[src/hw/psm_defines.vh]
// constants of the supply monitor block
`ifndef PSM_DEFINES_VH
`define PSM_DEFINES_VH
`define PSM_CTRL_ADDR 8'hdf
`define PSM_CTRL_RESET 8'hde
`define PSM_BIT_DGOOD 7
`define PSM_BIT_AGOOD 6
`define PSM_BIT_FLAG 5
`define PSM_BIT_DTRIP_HI 4
`define PSM_BIT_DTRIP_LO 3
`define PSM_BIT_ATRIP_HI 2
`define PSM_BIT_ATRIP_LO 1
`define PSM_BIT_EN 0
`define PSM_CLK_HZ 10000000
`define PSM_RECOVER_MS 250
`define PSM_RECOVER_CYC ((`PSM_CLK_HZ / 1000) * `PSM_RECOVER_MS)
`define PSM_GLITCH_CYC 16
`endif

[src/hw/psm_filter.v]
// glitch filter for one comparator input
`timescale 1ns/1ps
`include "psm_defines.vh"
module psm_filter #(
	parameter CNT_W = 5,
	parameter HOLD = `PSM_GLITCH_CYC
) (
	input wire clk,
	input wire rst_n,
	input wire raw,
	output reg clean
);
	// ****************
	// synchroniser
	// ****************
	reg s1;
	reg s2;
	reg s3;
	reg [CNT_W-1:0] cnt;
	always @(posedge clk) begin
		if (!rst_n) begin
			s1 <= 1'b1;
			s2 <= 1'b1;
			s3 <= 1'b1;
		end else begin
			s1 <= raw;
			s2 <= s1;
			s3 <= s2;
		end
	end
	// ****************
	// stability count
	// ****************
	// a level must hold HOLD cycles before it is believed, so short dips pass unseen
	always @(posedge clk) begin
		if (!rst_n) begin
			cnt <= {CNT_W{1'b0}};
			clean <= 1'b1;
		end else if (s2 != s3 || s3 == clean) begin
			cnt <= {CNT_W{1'b0}};
		end else if (cnt == HOLD[CNT_W-1:0] - 1'b1) begin
			cnt <= {CNT_W{1'b0}};
			clean <= s3;
		end else begin
			cnt <= cnt + 1'b1;
		end
	end
endmodule // psm_filter

[src/hw/psm_monitor.v]
// supply monitor control register, flag and recovery timer
// Summary of operation
// monitoring runs only while control bit 0 is set
// bit 7 reads the live digital supply comparator
// bit 6 reads the live analog supply comparator
// flag bit 5 sets when either comparator reads low
// flag clears after both stay high for 250 ms
// software may write the flag but cannot clear it while supply low
// bits 4:3 select digital trip point 4.63/3.08/2.93/2.63 V
// bits 2:1 select analog trip point with same encoding
// interrupt request only when separate enable bit is set
// comparator inputs are filtered against short glitches
// high-voltage variant resets when digital supply under 4.63 V
// while disabled, timer held in reset and flag not set
`timescale 1ns/1ps
`include "psm_defines.vh"
module psm_monitor #(
	parameter RECOVER_CYC = `PSM_RECOVER_CYC,
	parameter CNT_W = 22,
	parameter HIGH_VOLT_PART = 0
) (
	input wire clk,
	input wire rst_n,
	input wire [7:0] sfr_addr,
	input wire [7:0] sfr_wdata,
	input wire sfr_wr,
	output reg [7:0] sfr_rdata,
	input wire digital_supply_raw,
	input wire analog_supply_raw,
	input wire digital_por_raw,
	input wire psm_irq_enable,
	output reg [1:0] digital_trip_sel,
	output reg [1:0] analog_trip_sel,
	output reg comparator_enable,
	output reg psm_irq,
	output reg por_request
);
	// ****************
	// state
	// ****************
	reg monitor_enable;
	reg low_supply_flag;
	reg [CNT_W-1:0] recover_cnt;
	wire digital_supply_good;
	wire analog_supply_good;
	wire por_clean;
	wire both_good;
	wire ctrl_wr;
	wire [7:0] ctrl_value;
	wire next_flag;
	localparam [7:0] CTRL_RST = `PSM_CTRL_RESET;
	// while monitoring is off the comparators only block a software clear of the flag
	assign both_good = digital_supply_good & analog_supply_good;
	assign ctrl_wr = sfr_wr && (sfr_addr == `PSM_CTRL_ADDR);
	assign ctrl_value = {digital_supply_good, analog_supply_good, low_supply_flag,
		digital_trip_sel, analog_trip_sel, monitor_enable};
	// ****************
	// input filters
	// ****************
	psm_filter u_dflt (
		.clk(clk),
		.rst_n(rst_n),
		.raw(digital_supply_raw),
		.clean(digital_supply_good)
	);
	psm_filter u_aflt (
		.clk(clk),
		.rst_n(rst_n),
		.raw(analog_supply_raw),
		.clean(analog_supply_good)
	);
	psm_filter u_pflt (
		.clk(clk),
		.rst_n(rst_n),
		.raw(digital_por_raw),
		.clean(por_clean)
	);
	// ****************
	// control register
	// ****************
	always @(posedge clk) begin
		if (!rst_n) begin
			monitor_enable <= CTRL_RST[`PSM_BIT_EN];
			digital_trip_sel <= CTRL_RST[`PSM_BIT_DTRIP_HI:`PSM_BIT_DTRIP_LO];
			analog_trip_sel <= CTRL_RST[`PSM_BIT_ATRIP_HI:`PSM_BIT_ATRIP_LO];
			comparator_enable <= CTRL_RST[`PSM_BIT_EN];
		end else if (ctrl_wr) begin
			monitor_enable <= sfr_wdata[`PSM_BIT_EN];
			comparator_enable <= sfr_wdata[`PSM_BIT_EN];
			digital_trip_sel <= sfr_wdata[`PSM_BIT_DTRIP_HI:`PSM_BIT_DTRIP_LO];
			analog_trip_sel <= sfr_wdata[`PSM_BIT_ATRIP_HI:`PSM_BIT_ATRIP_LO];
		end
	end
	// ****************
	// flag and recovery timer
	// ****************
	// hardware set beats a software clear in the same cycle
	assign next_flag = (monitor_enable && !both_good) ? 1'b1 :
		(ctrl_wr && (sfr_wdata[`PSM_BIT_FLAG] || both_good)) ? sfr_wdata[`PSM_BIT_FLAG] :
		(low_supply_flag && monitor_enable && recover_cnt == RECOVER_CYC[CNT_W-1:0] - 1'b1)
		? 1'b0 : low_supply_flag;
	always @(posedge clk) begin
		if (!rst_n) begin
			low_supply_flag <= 1'b0;
			recover_cnt <= {CNT_W{1'b0}};
		end else begin
			low_supply_flag <= next_flag;
			if (!monitor_enable || !both_good || !low_supply_flag) begin
				recover_cnt <= {CNT_W{1'b0}};
			end else if (recover_cnt != RECOVER_CYC[CNT_W-1:0] - 1'b1) begin
				recover_cnt <= recover_cnt + 1'b1;
			end else begin
				recover_cnt <= {CNT_W{1'b0}};
			end
		end
	end
	// ****************
	// outputs
	// ****************
	always @(posedge clk) begin
		if (!rst_n) begin
			psm_irq <= 1'b0;
			por_request <= 1'b0;
			sfr_rdata <= 8'h00;
		end else begin
			psm_irq <= next_flag & psm_irq_enable;
			por_request <= (HIGH_VOLT_PART != 0) && !por_clean;
			if (sfr_addr == `PSM_CTRL_ADDR) begin
				sfr_rdata <= ctrl_value;
			end else begin
				sfr_rdata <= 8'h00;
			end
		end
	end
endmodule // psm_monitor

[config.mk]
export PLATFORM = sky130hd
export DESIGN_NAME = psm_monitor
export DESIGN_NICKNAME = d
export VERILOG_FILES = /design/src/hw/psm_filter.v /design/src/hw/psm_monitor.v
export VERILOG_INCLUDE_DIRS = /design/src /design/src/hw
export SDC_FILE = /design/constraint.sdc
export NUM_CORES = 1
export LEC_CHECK = 0
export BUFFER_PORTS_ARGS = -buffer_cell sky130_fd_sc_hd__buf_2
export CORE_AREA = 4 4 86 88
export CTS_BUF_LIST = sky130_fd_sc_hd__clkbuf_4 sky130_fd_sc_hd__clkbuf_8 sky130_fd_sc_hd__clkbuf_16
export DETAILED_ROUTE_END_ITERATION = 12
export DIE_AREA = 0 0 90 92
export PLACE_DENSITY = 0.57
export RECOVER_POWER = 100
export SETUP_SLACK_MARGIN = 0.1
export SYNTH_ARGS = -nofsm -noshare
export SYNTH_HDL_FRONTEND = slang
export SYNTH_SLANG_ARGS = --single-unit
[constraint.sdc]
create_clock -name clk -period 3.3 [get_ports clk]
set_clock_uncertainty 0.15 [all_clocks]
set_input_delay 0.66 -clock clk [delete_from_list [all_inputs] [get_ports clk]]
set_output_delay 0.66 -clock clk [all_outputs]
set_load 0.01 [all_outputs]
## Word level (Yosys, flattened, before mapping)

Cells that the tools add are included.

| storage, ports and cells | value |
|---|---|
| register bits | 55 |
| bits in latches | 0 |
| bits in writable memories | 0 |
| ROM bits | 0 |
| output and inout bits | 15 |
| memories kept | 0 |

| cells by class | value |
|---|---|
| $add $sub $neg | 3 |
| multiply operators | 0 |
| div/mod/pow operators | 0 |
| order comparisons | 0 |
| equal/unequal tests | 9 |
| shift operators | 0 |
| muxes and demuxes | 3 |
| bitwise logic cells | 6 |
| reduce and logical (&&, ||, !) cells | 19 |

Operator list:

| kind | number |
|---|---|
| $add 22x1->22 const B | 1 |
| $eq 22x22->1 const B | 1 |
| $ne 22x22->1 const B | 1 |
| $add 5x1->5 const B | 2 |
| $eq 5x4->1 const B | 2 |
| $reduce_or 3->1 | 3 |
| $eq 8x8->1 const B | 1 |
| $reduce_and 2->1 | 3 |
| $logic_and 1x1->1 | 5 |
| $logic_or 1x1->1 | 5 |
| $not 1->1 | 4 |
| $logic_not 1->1 | 3 |
| $mux 1 | 3 |
| $and 1x1->1 | 2 |
| $eq 1x1->1 | 2 |
| $ne 1x1->1 | 2 |

## Depth between registers and ports, before layout

Gate-level depths: netlist of run 1.

| depth | value |
|---|---|
| depth after elaboration | 6 |
| depth in mapped cells | 6 |
| depth with buffers taken out | 6 |

## Cells and area by module

Synthesis of run 1 repeated with hierarchy kept, for this count alone.

| unflattened totals | value |
|---|---|
| cell total of the unflattened synthesis | 236 |
| area total of the unflattened synthesis | 2240.9 um^2 |

Modules (own cells, without submodules):

| module | instances | cells each | area each (um^2) | seq. area each (um^2) |
|---|---|---|---|---|
| psm_monitor | 1 | 170 | 1567.8 | 740.7 |
| psm_filter | 2 | 33 | 336.6 | 180.2 |

## Worst setup path before layout of run 1

Ideal clock, no wire load.

| timing path | value |
|---|---|
| kind | register to register |
| from | reg recover_cnt[0] |
| to | reg recover_cnt[10] |
| setup time | 115 ps |
| arrival | 1669 ps |
| required time | 3035 ps |
| slack | 1366 ps |
| stages on the path, launching flop included | 7 |
| path buffers | 1 |
| clock period less this slack | 1934 ps |
| cell sequence | dfxtp_1 -> ha_1 -> nand4_1 -> or4_1 -> o21ai_2 -> buf_4 -> nor2_1 |

| between the ends | value |
|---|---|
| cells in the longest elaborated chain, start to end | 3 |

Ends and longest elaborated chain:

| item | RTL line | source |
|---|---|---|
| start: declaration | psm_monitor.v:43 | `reg [CNT_W-1:0] recover_cnt;` |
| start signal: assignment | psm_monitor.v:105 | `recover_cnt <= {CNT_W{1'b0}};` |
| start signal: assignment | psm_monitor.v:109 | `recover_cnt <= {CNT_W{1'b0}};` |
| start signal: assignment | psm_monitor.v:111 | `recover_cnt <= recover_cnt + 1'b1;` |
| branches (longest 3 deep; another with $add 22x1->22) | n/a |  |

Several ways; the timed one is not identified.
A chain may end at the register's enable or synchronous reset.

## Final worst setup path of run 1

Same ends and word-level chain as after synthesis.

==> flow_metrics.py, run 1 <==
metrics = {
    "outcome": {
        "status": "completed",
    },
    "global_routing": {
        "grt_max_degree": 20,
        "antenna_found_initial": 0,
        "grt_pass1_vias": 1587,
        "grt_pass1_wl_mm": 7.38,
        "grt_util_all_layers_pct": 10.5,
        "overflow": 0,
    },
    "setup_path": {
        "max_stage_delay_ps": 650,
        "critPathKind": "flop to flop",
        "cpMaxStageDelayCell": "o21ai_2",
        "cp.buffers_inverters": 0,
        "crit_chain": "ha_1 > nand4_1 > or4_1 > o21ai_2 > nor2_1",
        "crit_fanout": 18,
        "end_kind": "flop",
        "crit_required_ps": 3330,
        "start_kind": "flop",
        "worstPathArrival_ps": 2410,
        "cp_top_family": "simple AND/OR/NAND/NOR gates",
    },
    "drt": {
        "drtIter0Drc": 47,
        "routed_wl_mm": 4.29,
        "drcViolationCount": 0,
        "vias_per_cell": 4.90,
        "via_count": 1741,
        "avgRoutedWirePerCell_um": 12.1,
        "ant_nets": 0,
        "first_pass_iters": 4,
    },
    "floorplanning": {
        "row_count": 30,
        "io_pins": 38,
        "initial_core_util_pct": 33.7,
        "coreArea_sq_um": 6640,
        "fp.dieArea_sq_um": 8280,
        "die_width_um": 90,
        "die_y_um": 92,
    },
    "timing": {
        "rsz0062_at_grt": "false",
        "period_share_pct": 72.0,
        "period_minus_slack_ps": 2380,
        "maxSlewViolCount": 0,
        "setup_violations": 0,
        "maxSlewHeadroom_pct": 38.7,
        "worst_pin_slew_ps": 912,
        "holdWs_ps": 248,
        "fmax_mhz": 421,
        "hold_viol_final": 0,
        "setup-tns-final_ps": 0,
    },
    "yosys": {
        "synth-seq-cells": 55,
        "synth_mux_area_share_pct": 3.13,
        "syn_inst": 239,
        "yosys.area.top_type": "dfxtp_1",
        "synth_compound_area_share_pct": 6.03,
        "mappedNetlistNets": 267,
        "synthSimpleGateAreaFrac_pct": 28.8,
        "synthTopCellsByCount": "dfxtp_1, nor2_1, nand2_1",
        "synth-edff-count": 0,
        "synth_top_area_share_pct": 49.1,
        "synth_fa_ha_area_share_pct": 2.79,
        "synth_top_family_by_area": "simple AND/OR/NAND/NOR gates",
        "syn-cell-area_sq_um": 2240,
        "synthFlopType": "dfxtp_1",
        "synth-xor-area-share_pct": 7.04,
        "synth_cell_type_count": 36,
        "synthArstFlopShare_pct": 0,
        "syn_area_per_cell_sq_um": 9.38,
        "synth_area_leaders": "dfxtp_1, nor2_1, xnor2_1",
        "synth.most_common_cell": "dfxtp_1",
        "ys_seq_area_share_pct": 49.1,
        "yosys_warnings": 0,
    },
    "power": {
        "p_seq_share_pct": 61.9,
        "power_frac_comb_pct": 2.0,
        "p_sw_mw": 0.245,
        "p_leak_nw": 0.836,
        "p_int_mw": 0.835,
        "power_density_nw_per_um2": 425,
        "total_power_mw": 1.08,
        "power_frac_clock_pct": 36.2,
        "p_sw_share_pct": 22.7,
        "ir_drop_uv": 139,
    },
    "placed_design": {
        "portBuffers": 33,
        "dp_hpwl_mm": 3.12,
        "placed_area_sq_um": 2480,
        "routabilityCongestion": 0.730,
    },
    "clocking": {
        "path_clk_slew_ps": 110,
        "clk_path_buf_depth": 2,
        "ctsHoldBuffers": 0,
        "ctsResizeCount": 0,
        "clk_latency_ps": 320,
        "cts_sinks": 55,
        "cts_buffers": 5,
        "cts.htree.levels": 2,
        "cts_setup_buffers": 0,
        "cts-root-buf": "clkbuf_8",
        "cts_tree": "done",
    },
    "cells_and_area": {
        "layout-drive-gt1-share_pct": 10.2,
        "syn_to_final_growth_pct": 13.5,
        "num-fill-cells": 682,
        "final_nets": 302,
        "utilization_pct": 38.3,
        "antenna_cells": 0,
        "multiInputGateArea_sq_um": 1060,
        "regArea_sq_um": 1100,
        "design_area_sq_um": 2540,
    },
    "worst_hold_path": {
        "hold_class": "flop to flop",
    },
    "job": {
        "maxCapViolCount": 0,
    },
}
-- sequential cells by signal, indices dropped and copies added, names as in the netlist, 2 cells and up --
name and count:
analog_trip_sel 2, digital_trip_sel 2, recover_cnt 22, sfr_rdata 8
u_aflt.cnt 5, u_dflt.cnt 5
-- stage by stage --
stage | cells | worst slack, ps
final | 355 | 925
after floorplan | 239 | 1370
after global routing | 355 | 762
after global placement | 347 | 958
after CTS | 355 | 911
after detailed placement | 347 | 915
-- layout by cell type, fill, tap and decap left out, types with 8 or more instances in the layout --
cell type  Yosys  layout
nand3_1       11      11
xnor2_1       11      11
buf_2          0      18
nand2_1       13      13
nand4_1        9       9
nor2_1        32      32
inv_1         10      10
nand2b_1       8       8
a21oi_1       10      10
clkbuf_1       1      15
dfxtp_1       55      55
-- final cells by class --
cell class,count,area share (%)
Clock buffer,5,2.71
Inverter,10,1.48
Multi-Input combinational cell,169,41.8
Timing Repair Buffer,33,5.76
Sequential cell,55,43.3
Clock inverter,3,1.08
Tap cell,80,3.94
-- layer usage --
metal  global-route usage, %  vias up  wire, um
li1                        -      901         -
met1                    14.0      794      2140
met2                    16.7       39      1870
met3                    2.87        7       233
met4                    3.19        0        44
met5                       0        -         0
-- kinds of logic after synthesis --
family / after synthesis
simple gates: 116
xor+xnor: 18
compound gates: 22
buf+inv: 15
other cells: 1
fa+ha+maj: 5
flops: 55
mux: 7
-- power by group through the flow --
stage / registers (mW) / clock network, mW / logic (mW)
2_1_floorplan: 0.683 / 0 / 0.00852
5_1_grt: 0.669 / 0.429 / 0.0241
4_1_cts: 0.668 / 0.408 / 0.0220
3_3_place_gp: 0.684 / 0 / 0.0217
3_5_place_dp: 0.684 / 0 / 0.0218
6_report: 0.668 / 0.390 / 0.0212
-- path summary, 6_finish.rpt --
path / from / endpoint / slack [ps] / cells past startpoint
worst max register to register: recover_cnt[0]$_SDFF_PP0_ / recover_cnt[10]$_SDFF_PP0_ / 920 / 5
worst min-delay path: u_dflt.s1$_SDFF_PN1_ / u_dflt.s2$_SDFF_PN1_ / 250 / 1
worst max-delay path: recover_cnt[0]$_SDFF_PP0_ / recover_cnt[10]$_SDFF_PP0_ / 920 / 5
worst min register to register: u_dflt.s1$_SDFF_PN1_ / u_dflt.s2$_SDFF_PN1_ / 250 / 1
Power figures use the tool's default switching activity.
==> run 2, diff against run 1 <==
==> constraint.sdc (replaced) <==
create_clock -name clk -period 2.29 [get_ports clk]
set_clock_uncertainty 0.15 [all_clocks]
set_input_delay 0.458 -clock clk [delete_from_list [all_inputs] [get_ports clk]]
set_output_delay 0.458 -clock clk [all_outputs]
set_load 0.01 [all_outputs]
==> flow_metrics.py, run 2 (same netlist as run 1, synthesis figures left out) <==
metrics = {
    "outcome": {
        "status": "completed",
    },
    "timing": {
        "worst_pin_slew_ps": 528,
        "period_share_pct": 86.7,
        "setup_violations": 0,
        "fmax_mhz": 504,
        "setup-tns-final_ps": 0,
        "rsz0062_at_grt": "false",
        "maxSlewViolCount": 0,
        "hold_viol_final": 0,
        "period_minus_slack_ps": 1990,
        "maxSlewHeadroom_pct": 64.5,
    },
    "placed_design": {
        "dp_hpwl_mm": 3.14,
        "portBuffers": 33,
        "routabilityCongestion": 0.740,
        "dp.cells": 353,
    },
    "drt": {
        "drtIter0Drc": 49,
        "via_count": 1743,
        "routed_wl_mm": 4.23,
        "first_pass_iters": 4,
        "drcViolationCount": 0,
        "vias_per_cell": 4.83,
        "avgRoutedWirePerCell_um": 11.7,
        "ant_nets": 0,
    },
    "global_routing": {
        "antenna_found_initial": 0,
        "overflow": 0,
        "grt_pass1_wl_mm": 7.36,
        "grt_pass1_vias": 1652,
        "grt_util_all_layers_pct": 10.6,
        "grt_max_degree": 19,
    },
    "setup_path": {
        "worstPathArrival_ps": 2020,
        "end_kind": "flop",
        "start_kind": "flop",
        "crit_fanout": 18,
        "critPathKind": "flop to flop",
        "crit_required_ps": 2330,
    },
    "cells_and_area": {
        "num-fill-cells": 688,
        "layout-drive-gt1-share_pct": 11.4,
        "reg_top3": "recover_cnt (22), sfr_rdata (8)",
        "syn_to_final_growth_pct": 16.2,
        "fin_cells": 361,
        "top_register": "recover_cnt",
        "final_common_cell": "dfxtp_1",
        "mostFrequentLayoutCells": "dfxtp_1, nor2_1, buf_2, clkbuf_1, nand2_1",
        "largest_reg_flops": 22,
        "antenna_cells": 0,
        "final_nets": 308,
    },
    "floorplanning": {
        "row_count": 30,
        "initial_core_util_pct": 33.7,
        "io_pins": 38,
        "coreArea_sq_um": 6640,
        "fp.dieArea_sq_um": 8280,
        "die_y_um": 92,
        "die_width_um": 90,
    },
    "power": {
        "power_density_nw_per_um2": 600,
        "p_leak_nw": 0.868,
        "ir_drop_uv": 183,
    },
    "clocking": {
        "cts_setup_buffers": 0,
        "cts_buffers": 5,
        "ctsHoldBuffers": 0,
        "ctsResizeCount": 0,
        "cts_tree": "done",
        "cts-root-buf": "clkbuf_8",
        "cts_sinks": 55,
        "clk_path_buf_depth": 2,
        "cts.htree.levels": 2,
        "clk_latency_ps": 300,
        "path_clk_slew_ps": 90,
    },
    "job": {
        "maxCapViolCount": 0,
    },
    "worst_hold_path": {
        "hold_class": "primary input to flop",
    },
}
run 2: worst max-delay path, cell delays in order, from the launching register on:
cell     delay (ps)
dfxtp_1         380
ha_1            280
nand4_1         180
or4_1           480
o21ai_2         180
buf_12          170
a21oi_1          50
run 2: metrics by stage:
stage / setup WS [ps] / cell area (sq um) / util [%] / hold WS (ps) / total power [mW]
floorplan: 356 / 2240 / - / 236 / 0.997
global placement: 345 / 2530 / 38.2 / 241 / 1.02
detailed placement: 310 / 2530 / 38.2 / 243 / 1.02
CTS: 297 / 2640 / 39.7 / 170 / 1.61
global route: 157 / 2600 / 39.2 / 175 / 1.63
finish: 305 / 2600 / 39.2 / 182 / 1.56
run 2: path summary, 6_finish.rpt:
check                            start                    endpoint  slack, ps  cells after the start
max          recover_cnt[0]$_SDFF_PP0_  recover_cnt[17]$_SDFF_PP0_        300                      6
min                  analog_supply_raw        u_aflt.s1$_SDFF_PN1_        180                      2
max reg2reg  recover_cnt[0]$_SDFF_PP0_  recover_cnt[17]$_SDFF_PP0_        300                      6
min reg2reg       u_dflt.s1$_SDFF_PN1_        u_dflt.s2$_SDFF_PN1_        260                      1
run 2: layout make-up:
type | count | area [sq um] | area share [%]
clock buffer | 7 | 96.3 | 3.70
multi-input combinational | 169 | 1070 | 41.0
sequential | 55 | 1100 | 42.3
clock inverter | 1 | 7.51 | 0.288
timing repair buffer | 39 | 193 | 7.40
inverter | 10 | 37.5 | 1.44
tap | 80 | 100 | 3.84
run 2: layer usage:
metal,part of all wire [%],up-vias,global-route usage (%),wire (um)
li1,-,914,-,-
met1,49,792,12.9,2080
met2,44,32,17.7,1880
met3,5.1,5,3.53,217
met4,1.2,0,3.44,51
met5,0,-,0,0
run 2: power breakdown:
part	internal, mW	switching [mW]	leakage (nW)
combinational	0.0161	0.0151	0.374
sequential	0.960	0.00256	0.444
clock	0.275	0.294	0.0505
